File: config.mk
export PLATFORM = sky130hd
export DESIGN_NAME = rev_ctrl
export DESIGN_NICKNAME = d
export VERILOG_FILES = /design/src/rev_pkg.sv /design/src/rev_ctrl.sv
export SDC_FILE = /design/constraint.sdc
export NUM_CORES = 1
export LEC_CHECK = 0
export BUFFER_PORTS_ARGS = -buffer_cell sky130_fd_sc_hd__buf_4
export CORE_MARGIN = 3
export CORE_UTILIZATION = 30
export CTS_BUF_LIST = sky130_fd_sc_hd__clkbuf_8 sky130_fd_sc_hd__clkbuf_16
export DETAILED_ROUTE_END_ITERATION = 7
export HOLD_SLACK_MARGIN = 0.05
export PLACE_DENSITY = 0.61
export SLEW_MARGIN = 40
export SYNTH_ARGS = -nofsm -noshare
export SYNTH_HDL_FRONTEND = slang
export SYNTH_SLANG_ARGS = --single-unit
File: constraint.sdc
create_clock -name pclk -period 4.77 [get_ports pclk]
set_clock_uncertainty 0.15 [all_clocks]
set_input_delay 0.477 -clock pclk [delete_from_list [all_inputs] [get_ports pclk]]
set_output_delay 0.477 -clock pclk [all_outputs]
set_load 0.005 [all_outputs]
File: src/rev_pkg.sv
// Purpose: constants and carrier types for the counter event/irq-enable control block
// Assumes: register indices are word indices, byte address = index * 4
// Notes:   enable-layout bits shared by irq enables and irq flags
package rev_pkg;
  // register word indices
  localparam logic [5:0] IDX_CTRL   = 6'h00;
  localparam logic [5:0] IDX_EVENT_OUTPUT_CONTROL = 6'h04;
  localparam logic [5:0] IDX_IENCLR = 6'h06;
  localparam logic [5:0] IDX_IENSET = 6'h07;
  localparam logic [5:0] IDX_FLAG   = 6'h08;
  localparam logic [5:0] IDX_WPROT  = 6'h09;
  // control register fields
  localparam int CTRL_EN_BIT   = 1;
  localparam int CTRL_MODE_LSB = 2;
  // event control fields
  localparam int EV_OVF_BIT  = 15;
  localparam int EV_CH1_BIT  = 9;
  localparam int EV_CH0_BIT  = 8;
  localparam int EV_PER_NUM  = 8;
  localparam logic [15:0] EV_WMASK = 16'h83ff;
  localparam logic [15:0] EV_RESET = 16'h0000;
  // irq enable / flag fields
  localparam int IRQ_OVF_BIT  = 7;
  localparam int IRQ_SYNC_BIT = 6;
  localparam int IRQ_CH1_BIT  = 1;
  localparam int IRQ_CH0_BIT  = 0;
  localparam logic [7:0] IRQ_WMASK = 8'hc3;
  localparam logic [7:0] IRQ_RESET = 8'h00;
  typedef enum logic [1:0] {
    REV_WIDE_COUNTER   = 2'h0,
    REV_NARROW_COUNTER = 2'h1,
    REV_CALENDAR       = 2'h2,
    REV_MODE_RSVD      = 2'h3
  } rev_mode_t;
  // condition strobes from the counter core, one cycle each
  typedef struct packed {
    logic       ovf;
    logic       sync_rdy;
    logic [1:0] cmp;
    logic       alarm0;
    logic [7:0] per;
  } rev_hit_t;
  // event strobes to the event routing system
  typedef struct packed {
    logic       ovf;
    logic [1:0] cmp;
    logic       alarm0;
    logic [7:0] per;
  } rev_evt_t;
endpackage

File: src/rev_ctrl.sv
// Purpose: event output enables and irq enable set/clear for a real-time counter
// Assumes: hit strobes are synchronous to pclk, one cycle wide
// Notes:   apb slave, zero wait states while cen is high
`timescale 1ns/100ps
module rev_ctrl (
  input  wire logic              pclk,
  input  wire logic              presetn,
  input  wire logic              cen,
  input  wire logic              psel,
  input  wire logic              penable,
  input  wire logic              pwrite,
  input  wire logic [7:0]        paddr,
  input  wire logic [31:0]       pwdata,
  output logic      [31:0]       prdata,
  output logic                   pready,
  output logic                   pslverr,
  input  wire rev_pkg::rev_hit_t hits,
  output rev_pkg::rev_evt_t      evts,
  output logic                   irq
);
  logic [1:0]  mode_r;
  logic [1:0]  mode_nxt;
  logic        enable_r;
  logic        enable_nxt;
  logic        wprot_r;
  logic        wprot_nxt;
  logic [15:0] event_output_control_r;
  logic [15:0] event_output_control_nxt;
  logic [7:0]  ien_r;
  logic [7:0]  ien_nxt;
  logic [7:0]  flag_r;
  logic [7:0]  flag_nxt;
  logic [7:0]  flag_set;
  logic [31:0] prdata_r;
  logic [31:0] prdata_nxt;
  logic        cap_r;
  logic        cap_nxt;
  logic [31:0] rdata;
  logic        mapped;
  logic        wr;
  logic        ev_open;

  // bus decode
  always_comb
  begin
    rdata  = 32'h0000_0000;
    mapped = 1'b1;
    if (paddr == {rev_pkg::IDX_CTRL, 2'b00})
    begin
      rdata[rev_pkg::CTRL_MODE_LSB +: 2] = mode_r;
      rdata[rev_pkg::CTRL_EN_BIT]        = enable_r;
    end
    else if (paddr == {rev_pkg::IDX_EVENT_OUTPUT_CONTROL, 2'b00})
    begin
      rdata[15:0] = event_output_control_r;
    end
    else if (paddr == {rev_pkg::IDX_IENCLR, 2'b00})
    begin
      rdata[7:0] = ien_r;
    end
    else if (paddr == {rev_pkg::IDX_IENSET, 2'b00})
    begin
      rdata[7:0] = ien_r;
    end
    else if (paddr == {rev_pkg::IDX_FLAG, 2'b00})
    begin
      rdata[7:0] = flag_r;
    end
    else if (paddr == {rev_pkg::IDX_WPROT, 2'b00})
    begin
      rdata[0] = wprot_r;
    end
    else
    begin
      mapped = 1'b0;
    end
  end

  // read data is captured a cycle early so prdata comes from a flop
  assign pready  = cen & psel & penable & cap_r;
  assign pslverr = pready & ~mapped;
  assign prdata  = prdata_r;
  assign wr      = pready & pwrite & mapped;

  always_comb
  begin
    cap_nxt    = psel & ~(penable & pready);
    prdata_nxt = psel ? rdata : prdata_r;
  end

  // control and protection
  always_comb
  begin
    mode_nxt   = mode_r;
    enable_nxt = enable_r;
    wprot_nxt  = wprot_r;
    if (wr && paddr == {rev_pkg::IDX_CTRL, 2'b00} && !wprot_r)
    begin
      enable_nxt = pwdata[rev_pkg::CTRL_EN_BIT];
      // mode only changes while the peripheral is off
      if (!enable_r)
      begin
        mode_nxt = pwdata[rev_pkg::CTRL_MODE_LSB +: 2];
      end
    end
    if (wr && paddr == {rev_pkg::IDX_WPROT, 2'b00})
    begin
      wprot_nxt = pwdata[0];
    end
  end

  // event control register, one copy for every mode
  assign ev_open = !enable_r && !wprot_r;
  always_comb
  begin
    event_output_control_nxt = event_output_control_r;
    if (wr && paddr == {rev_pkg::IDX_EVENT_OUTPUT_CONTROL, 2'b00} && ev_open)
    begin
      event_output_control_nxt = pwdata[15:0] & rev_pkg::EV_WMASK;
    end
  end

  // irq enables: clear via enable-clear, set via enable-set
  always_comb
  begin
    ien_nxt = ien_r;
    if (wr && paddr == {rev_pkg::IDX_IENCLR, 2'b00} && !wprot_r)
    begin
      // zero bits leave enables alone
      ien_nxt = ien_r & ~(pwdata[7:0] & rev_pkg::IRQ_WMASK);
    end
    else if (wr && paddr == {rev_pkg::IDX_IENSET, 2'b00} && !wprot_r)
    begin
      ien_nxt = ien_r | (pwdata[7:0] & rev_pkg::IRQ_WMASK);
    end
  end

  // sticky flags, set wins over a same-cycle write-one clear
  always_comb
  begin
    flag_set = 8'h00;
    flag_set[rev_pkg::IRQ_OVF_BIT]  = hits.ovf;
    flag_set[rev_pkg::IRQ_SYNC_BIT] = hits.sync_rdy;
    case (rev_pkg::rev_mode_t'(mode_r))
      rev_pkg::REV_WIDE_COUNTER:
        flag_set[rev_pkg::IRQ_CH0_BIT] = hits.cmp[0];
      rev_pkg::REV_NARROW_COUNTER:
      begin
        flag_set[rev_pkg::IRQ_CH0_BIT] = hits.cmp[0];
        flag_set[rev_pkg::IRQ_CH1_BIT] = hits.cmp[1];
      end
      rev_pkg::REV_CALENDAR:
        flag_set[rev_pkg::IRQ_CH0_BIT] = hits.alarm0;
      default:
        flag_set[rev_pkg::IRQ_CH0_BIT] = 1'b0;
    endcase
    flag_nxt = flag_r;
    if (wr && paddr == {rev_pkg::IDX_FLAG, 2'b00})
    begin
      flag_nxt = flag_r & ~pwdata[7:0];
    end
    flag_nxt = flag_nxt | flag_set;
  end

  assign irq = |(flag_r & ien_r);

  // event outputs, combinational so they land in the condition's own cycle
  genvar gi;
  generate
    for (gi = 0; gi < rev_pkg::EV_PER_NUM; gi++)
    begin : g_per
      assign evts.per[gi] = cen & hits.per[gi] & event_output_control_r[gi];
    end
  endgenerate
  assign evts.ovf    = cen & hits.ovf & event_output_control_r[rev_pkg::EV_OVF_BIT];
  assign evts.cmp[0] = cen & hits.cmp[0] & event_output_control_r[rev_pkg::EV_CH0_BIT]
                       & (mode_r == rev_pkg::REV_WIDE_COUNTER
                          || mode_r == rev_pkg::REV_NARROW_COUNTER);
  assign evts.cmp[1] = cen & hits.cmp[1] & event_output_control_r[rev_pkg::EV_CH1_BIT]
                       & (mode_r == rev_pkg::REV_NARROW_COUNTER);
  assign evts.alarm0 = cen & hits.alarm0 & event_output_control_r[rev_pkg::EV_CH0_BIT]
                       & (mode_r == rev_pkg::REV_CALENDAR);

  always_ff @(posedge pclk or negedge presetn)
  begin
    if (!presetn)
    begin
      mode_r   <= 2'h0;
      enable_r <= 1'b0;
      wprot_r  <= 1'b0;
      event_output_control_r <= rev_pkg::EV_RESET;
      ien_r    <= rev_pkg::IRQ_RESET;
      flag_r   <= rev_pkg::IRQ_RESET;
      prdata_r <= 32'h0000_0000;
      cap_r    <= 1'b0;
    end
    else if (cen)
    begin
      mode_r   <= mode_nxt;
      enable_r <= enable_nxt;
      wprot_r  <= wprot_nxt;
      event_output_control_r <= event_output_control_nxt;
      ien_r    <= ien_nxt;
      flag_r   <= flag_nxt;
      prdata_r <= prdata_nxt;
      cap_r    <= cap_nxt;
    end
  end

  logic clr_wr;
  assign clr_wr = wr && paddr == {rev_pkg::IDX_IENCLR, 2'b00} && !wprot_r;
endmodule

==> impl_metrics.toml, run 1 <==
[clock_tree]
clk_pin_slew_ns = 0.08
clk_latency_ns = 0.30
cts_tree = "done"
numCtsBuffers = 5
cts_buffer_depth = 2
cts.repair.resized = 0
h-tree-depth = 2
clock_sinks = 39
post_cts_buffers = 0
ctsRootBufferMaster = "clkbuf_8"

[timing]
max_freq_mhz = 449
rsz0062_at_grt = "false"
maxSlewHeadroom = 0.515
finalHoldViolCount = 0
maxSlewViolCount = 0
finalSetupTns_ns = 0
setup_viol = 0
fin_crit_ns = 2.23
fin_crit_sh = 0.467
tightest_slew_ns = 0.725

[pwr]
powerDensity_nw_per_um2 = 245
finalPower_w = 0.000690
vdd_drop_max_uv = 122
power_leakage_nw = 1.47

[synthesis]
synth_compound_area_frac = 0.137
synthAdderAreaFrac = 0
synthDistinctLibCells = 45
ys_warn_count = 0
yosys.area_share.simple = 0.191
syn_inst = 215
synth_top_family_by_area = "simple AND/OR/NAND/NOR gates"
synth_area_per_cell_sq_um = 10.4
ys_seq_area_frac = 0.437
synthXorXnorAreaFrac = 0
ys_ff_latch = 39
yosys-mux-area-fraction = 0.125
netlist_area_sq_um = 2230

[cells_and_area]
layout-drive-gt1-share = 0.354
area.growth.synth_to_final_pct = 26.0
fill_cells = 713
final_area_sq_um = 2810
final_common_cell = "buf_4"
final_util = 0.401
nets = 335
antennaDiodeCount = 0
final_cell_mix = "buf_4 (63), dfrtp_1 (39), nand2_1 (25)"

[global_routing]
antenna_found_initial = 0
overflow = 0
grt_pass1_wl_mm = 9.46
grtUsageTotal = 0.143
grt_max_degree = 40
grt_pass1_vias = 1814

[die]
initial_utilization = 0.318
coreArea_sq_um = 7020
io_pins = 106
dieArea_sq_um = 8510
die_h_um = 92.3
die-width_um = 92.3
rows = 30

[worst_setup_path]
cp-end-kind = "primary output"
critPathSlowestCell = "nor4_1"
crit_path_frequent_cell = "buf_4"
start_kind = "input pin"
crit_type = "input pin to primary output"
path_cells = "buf_4, nor4_1, o2111a_1, nor3_1, buf_4"
crit_arrival_ns = 1.60
slowest_delay_ns = 0.52
crit_path_max_fanout = 3
cp.required_ns = 4.14

[run_status]
status = "completed"

[route]
viasPerCell = 4.75
routedWlPerCell_um = 15.7
drc = 0
drtIter0Drc = 59
vias = 1771
drtPass1Iterations = 4
ant_nets = 0
wl_mm = 5.87

[placement]
place_area_sq_um = 2690
gp_congestion = 0.794
io_buffers = 63
dp_hpwl_mm = 4.33

[job]
drv_cap = 0

[hold_path]
hold_class = "input pin to register"
## logic make-up after synthesis
kind of cell           count (synthesis)
AO/OA/AOI/OAI                         45
buffers and inverters                 37
flip-flops                            39
multiplexers                          21
other                                  1
AND/OR/NAND/NOR                       72
## routing by layer
metal,vias to the layer above,global-route usage,part of all wire
met5,-,0,0
met1,856,0.186,0.46
li1,842,-,-
met4,0,0.0371,0.0094
met3,7,0.0410,0.070
met2,66,0.232,0.46
## through the flow
step | hold WS [ns] | worst slack [ns] | instances
after floorplan | 0.0314 | 2.80 | 235
after global placement | 0.315 | 2.42 | 364
after detailed placement | 0.323 | 2.34 | 364
after CTS | 0.204 | 2.56 | 373
after global routing | 0.208 | 2.41 | 373
final | 0.210 | 2.54 | 373
## area by class of cell
cell class / instances / area [sq um] / share of cell area
well taps: 96 / 120 / 0.0427
clock inverters: 2 / 35.0 / 0.0125
inverters: 7 / 26.3 / 0.00934
flip-flops and latches: 39 / 976 / 0.347
repair buffers: 64 / 483 / 0.172
clock buffers: 6 / 82.6 / 0.0294
multi-input cells: 159 / 1090 / 0.387
## Yosys cell counts, drive strengths merged
master	instances	area (sq um)
o2111a	1	11.3
a22o	1	8.76
nand3	6	35.0
a21boi	4	30.0
o41ai	1	16.3
o22ai	1	6.26
nand2b	1	6.26
and2	2	12.5
a21o	4	30.0
nor4b	1	15.0
nand3b	3	35.0
nor4	2	27.5
nor3b	3	38.8
nor3	2	10.0
dfrtp	39	976
clkbuf	5	18.8
mux2i	2	20.0
a32oi	2	17.5
a2bb2oi	1	8.76
a22oi	5	37.5
nor2	10	37.5
a31oi	3	18.8
a21oi	11	55.1
mux2	19	259
and4b	1	10.0
conb	1	3.75
nor2b	3	18.8
o21ai	7	35.0
inv	7	26.3
nand4	2	12.5
o31ai	4	30.0
buf	25	196
and3	10	62.6
nand2	25	93.8
or3	1	11.3
## where the power goes
group / leakage, nW / switching, W / internal, W
registers: 0.528 / 0.00000145 / 0.000332
clock network: 0.0612 / 0.000119 / 0.000169
logic: 0.879 / 0.0000394 / 0.0000293
## worst max-delay path, delay by kind of cell
kind	cells	cell delay, ns
and+or+nand+nor	2	0.57
buffers and inverters	2	0.27
AOI/OAI and AO/OA	1	0.28
## worst paths after layout
kind / slack [ns] / cells past startpoint / end / startpoint
max: 2.54 / 5 / pslverr / paddr[1]
min: 0.21 / 2 / flag_r[5]$_DFFE_PN0P_ / pwdata[5]
max reg2reg: 2.78 / 5 / flag_r[2]$_DFFE_PN0P_ / cap_r$_DFFE_PN0P_
min reg2reg: 0.33 / 2 / prdata[3]$_DFFE_PN0N_ / prdata[3]$_DFFE_PN0N_
max in group asynchronous: 3.58 / 2 / event_output_control_r[2]$_DFFE_PN0P_ / presetn
min in group asynchronous: 0.54 / 2 / event_output_control_r[15]$_DFFE_PN0P_ / presetn
## repair_timing
action | in CTS | in global routing
hold buffers | 1 | 0
hold endpoints to repair | 39 | 0
setup endpoints to repair | 0 | 0
No activity file was read; power rests on OpenSTA's default activity.
==> run 2: changes to the inputs <==
ABC_AREA = 1   (was not set)
PLACE_DENSITY = 0.62   (was 0.61)
clock period = 1.8 ns   (was 4.77 ns; I/O delays follow)
==> run 2 against run 1 <==
Register-to-register slack worse by 2.5 ns. Cell count is 33% higher. Power rose to 2.7 times the previous value. Die area up 4.4%. Sequential power grew to 2.7 times the previous value. Clock-buffer cell count unchanged. First-iteration DRC count increased by 95%. Non-clock buffer count is 25 higher. Largest power group unchanged. Highest routed layer unchanged.
==> impl_metrics.toml, run 2 <==
[timing]
fin_crit_sh = 0.888
max_freq_mhz = 626
finalHoldViolCount = 0
fin_crit_ns = 1.60
finalSetupTns_ns = 0
rsz0062_at_grt = "false"
setup_viol = 0
setup_ws_ns = 0.202
maxSlewViolCount = 0

[synthesis]
yosys.area.top_type = "dfrtp_1"
netlist_area_sq_um = 2340
ys_top_cells_by_count = "nand2_1 (82), dfrtp_1 (39), inv_1 (38)"
ys_seq_area_frac = 0.417
ys_ff_latch = 39
synth_top_area_share = 0.417
synth_ff_type = "dfrtp_1"
synthDistinctLibCells = 31
synth_edf_count = 0
synth_area_per_cell_sq_um = 7.62
synth_most_common_cell = "nand2_1"
synthTopCellsByArea = "dfrtp_1 (42%), nand2_1 (13%), buf_4 (6.7%)"
syn_inst = 307
ys_warn_count = 0
async_flop_share = 1.00

[worst_setup_path]
rrSetupSlack_ns = 0.30
cp-end-kind = "primary output"
start_kind = "register"
crit_type = "register to primary output"
crit_arrival_ns = 1.27
cp.required_ns = 1.47
crit_path_max_fanout = 3

[global_routing]
grt_pass1_wl_mm = 9.89
grt_pass1_vias = 2056
grt_max_degree = 40
antenna_found_initial = 0
grtUsageTotal = 0.142
overflow = 0

[cells_and_area]
layout-drive-gt1-share = 0.266
final_common_cell = "nand2_1"
area.growth.synth_to_final_pct = 35.6
antennaDiodeCount = 0
final_cell_mix = "nand2_1 (82), buf_4 (74), dfrtp_1 (39)"
fill_cells = 750
nets = 456

[die]
die-width_um = 94.3
initial_utilization = 0.316
coreArea_sq_um = 7410
dieArea_sq_um = 8890
rows = 31
die_h_um = 94.3
io_pins = 106

[job]
drv_cap = 0

[pwr]
power_leakage_nw = 1.72
vdd_drop_max_uv = 250
finalPower_w = 0.00185
powerDensity_nw_per_um2 = 584

[hold_path]
hold_class = "input pin to register"

[placement]
io_buffers = 63
gp_congestion = 0.885
dp_hpwl_mm = 4.85
pre_cts_ws_ns = 0.103

[clock_tree]
h-tree-depth = 2
cts_tree = "done"
post_cts_buffers = 0
clk_latency_ns = 0.29
cts_buffer_depth = 2
cts.repair.resized = 0
numCtsBuffers = 5
clk_pin_slew_ns = 0.08
ctsRootBufferMaster = "clkbuf_8"
ctsHoldBuffers = 14
clock_sinks = 39

[route]
routedWlPerCell_um = 12.4
vias = 2197
ant_nets = 0
drtIter0Drc = 115
wl_mm = 6.15
drc = 0
drtPass1Iterations = 4
viasPerCell = 4.42

[run_status]
status = "completed"
## run 2: layer usage
metal  track usage  share of wire
met1         0.194           0.46
met2         0.225           0.47
met3        0.0321          0.064
met4        0.0385          0.012
met5             0              0
## run 2: stage by stage
step | utilization | cells | instance area [sq um] | hold WS [ns]
floorplan | - | 327 | 2410 | -0.266
global route | 0.428 | 497 | 3170 | 0.0903
global placement | 0.393 | 475 | 2910 | 0.0349
finish | 0.428 | 497 | 3170 | 0.0688
CTS | 0.428 | 497 | 3170 | 0.0638
detailed placement | 0.393 | 475 | 2910 | 0.0367
## run 2: final cells by class
| class | count | area [sq um] | share of cell area |
|---|---|---|---|
| Inverter | 44 | 168 | 0.0529 |
| Multi-Input combinational cell | 218 | 1070 | 0.338 |
| Tap cell | 99 | 124 | 0.0391 |
| Sequential cell | 39 | 976 | 0.308 |
| Clock buffer | 6 | 82.6 | 0.0260 |
| Clock inverter | 2 | 35.0 | 0.0110 |
| Timing Repair Buffer | 89 | 716 | 0.226 |
## run 2: final timing paths
check,depth (start not counted),startpoint,endpoint
min reg2reg,2,event_output_control_r[9]$_DFFE_PN0P_,event_output_control_r[9]$_DFFE_PN0P_
min,3,hits[10],flag_r[1]$_DFFE_PN0P_
min in group asynchronous,2,presetn,prdata[0]$_DFFE_PN0N_
max reg2reg,4,enable_r$_DFFE_PN0P_,event_output_control_r[7]$_DFFE_PN0P_
max,5,flag_r[6]$_DFFE_PN0P_,irq
max in group asynchronous,2,presetn,enable_r$_DFFE_PN0P_
## run 2: logic make-up after synthesis
logic type	after synthesis	synth area share
buffers and inverters	70	0.157
AOI/OAI and AO/OA	50	0.116
and+or+nand+nor	147	0.308
DFF	39	0.417
other	1	0.00160
## run 2: worst max-delay path: stages, from the launching register on
cell     delay, ns
dfrtp_1       0.41
inv_1         0.09
o22ai_1       0.07
a21oi_1       0.10
o21ai_0       0.14
buf_4         0.17
## run 2: report_power, final
group,internal (W),total [W],switching (W),leakage [nW]
combinational,0.000102,0.000210,0.000109,1.17
clock,0.000449,0.000754,0.000305,0.0612
sequential,0.000882,0.000887,0.00000517,0.484
total,0.00143,0.00185,0.000419,1.72
==> run 3: changes to the inputs <==
ABC_CLOCK_PERIOD_IN_PS = 1800   (was not set)
CORE_UTILIZATION = 43   (was 30)
PLACE_DENSITY = 0.82   (was 0.62)
==> run 3 against run 2 <==
Die area fell by 28%. Largest cell class unchanged. Flip-flop and latch count did not move. Critical path depth did not move. Combinational power barely moved. Cell count fell by 6.6%. Global-route usage rose by 6.9 points.
==> impl_metrics.toml, run 3 (synthesis results as in run 2) <==
[run_status]
status = "completed"

[cells_and_area]
final_cell_mix = "nand2_1 (82), buf_4 (71), dfrtp_1 (39)"
final_common_cell = "nand2_1"
layout-drive-gt1-share = 0.259
fill_cells = 450
multiInputGateArea_sq_um = 1070
area.growth.synth_to_final_pct = 32.0
antennaDiodeCount = 0
final_util = 0.597
final_area_sq_um = 3090
ff_latch_area_sq_um = 976
nets = 452

[die]
dieArea_sq_um = 6360
die-width_um = 79.7
io_pins = 106
coreArea_sq_um = 5170
die_h_um = 79.7
initial_utilization = 0.452
rows = 26

[route]
top_layer = "met4"
wl_met2_mm = 3.30
ant_nets = 0
met1Wirelength_mm = 2.41
viasPerCell = 4.98
wl_mm = 6.36
vias = 2313
drtPass1Iterations = 5
drtIter0Drc = 158
drc = 0
routedWlPerCell_um = 13.7
met3_length_um = 505

[placement]
dp_hpwl_mm = 4.74
pre_cts_ws_ns = 0.0834
place_area_sq_um = 2840
gp_congestion = 0.890
io_buffers = 63

[timing]
finalSetupTns_ns = 0
fin_crit_sh = 0.882
maxSlewViolCount = 0
rsz0062_at_grt = "false"
max_freq_mhz = 630
finalHoldViolCount = 0
fin_crit_ns = 1.59
setup_ws_ns = 0.213
setup_viol = 0

[worst_setup_path]
crit_buf_inv = 2
crit_arrival_ns = 1.26
cp.required_ns = 1.47
cp-end-kind = "primary output"
start_kind = "register"
slowest_delay_ns = 0.41
crit_type = "register to primary output"
crit_family = "flip-flops"
crit_path_max_fanout = 3
path_cells = "inv_1, o22ai_1, a21oi_1, o21ai_0, buf_4"
critPathSlowestCell = "dfrtp_1"

[global_routing]
grtUsageTotal = 0.211
grt_pass1_vias = 2263
antenna_found_initial = 0
grt_pass1_wl_mm = 10.4
overflow = 0
grt_max_degree = 40

[job]
drv_cap = 0

[clock_tree]
cts.repair.resized = 0
cts_tree = "done"
clk_latency_ns = 0.30
clock_sinks = 39
cts_buffer_depth = 2
h-tree-depth = 2
ctsRootBufferMaster = "clkbuf_8"
numCtsBuffers = 5
clk_pin_slew_ns = 0.07

[pwr]
finalPower_w = 0.00183
vdd_drop_max_uv = 321
powerDensity_nw_per_um2 = 593
power_leakage_nw = 1.69

[hold_path]
hold_class = "input pin to register"
==> run 3: cell count changes in the layout (fill, tap and decap cells not counted) <==
cell and change:
buf_4 -3, clkbuf_8 -1, clkinv_4 +1, buf_12 -1
==> run 3: timing repair <==
action / in CTS / in global routing
buffers inserted: 0 / 0
endpoints found under the hold margin: 62 / 0
hold buffers: 14 / 0
==> run 3: path summary, 6_finish.rpt <==
check                                                         to  depth (start not counted)  slack [ns]                  start
min in group asynchronous                  prdata[9]$_DFFE_PN0N_                          2        0.23                presetn
setup reg to reg           event_output_control_r[5]$_DFFE_PN0P_                          4        0.22   enable_r$_DFFE_PN0P_
max in group asynchronous                    wprot_r$_DFFE_PN0P_                          2        0.93                presetn
setup / recovery                                             irq                          5        0.21  flag_r[6]$_DFFE_PN0P_
hold / removal                             flag_r[6]$_DFFE_PN0P_                          3        0.07                    cen
hold reg to reg                            prdata[0]$_DFFE_PN0N_                          2        0.34  prdata[0]$_DFFE_PN0N_
==> run 3: worst reg2reg max path, cell delays in order, from the launching register on <==
cell,delay [ns]
dfrtp_1,0.43
or2_2,0.44
nor2_4,0.30
nand2_1,0.12
nand2_1,0.08
==> run 3: metrics by stage <==
| stage | instances | hold slack [ns] |
|---|---|---|
| after detailed placement | 442 | 0.0229 |
| after global placement | 442 | 0.0228 |
| after floorplan | 327 | -0.266 |
| final | 464 | 0.0729 |
| after CTS | 464 | 0.0649 |
| after global routing | 464 | 0.0993 |
==> run 3: metal layers <==
layer / vias to the layer above / global-route usage
met3: 17 / 0.0429
met1: 1077 / 0.248
li1: 1103 / -
met4: 0 / 0.0929
met5: - / 0
met2: 116 / 0.369
==> run 3: area by class of cell <==
type                            count  share of cell area
Multi-Input combinational cell    218               0.347
Sequential cell                    39               0.316
Timing Repair Buffer               85               0.218
Inverter                           44              0.0543
Tap cell                           70              0.0284
Clock buffer                        5              0.0223
Clock inverter                      3              0.0142
==> run 3: where the power goes <==
part / total [W] / internal [W] / leakage (nW) / switching [W]
clock: 0.000731 / 0.000412 / 0.0581 / 0.000318
sequential: 0.000887 / 0.000882 / 0.484 / 0.00000488
combinational: 0.000213 / 0.000101 / 1.15 / 0.000112
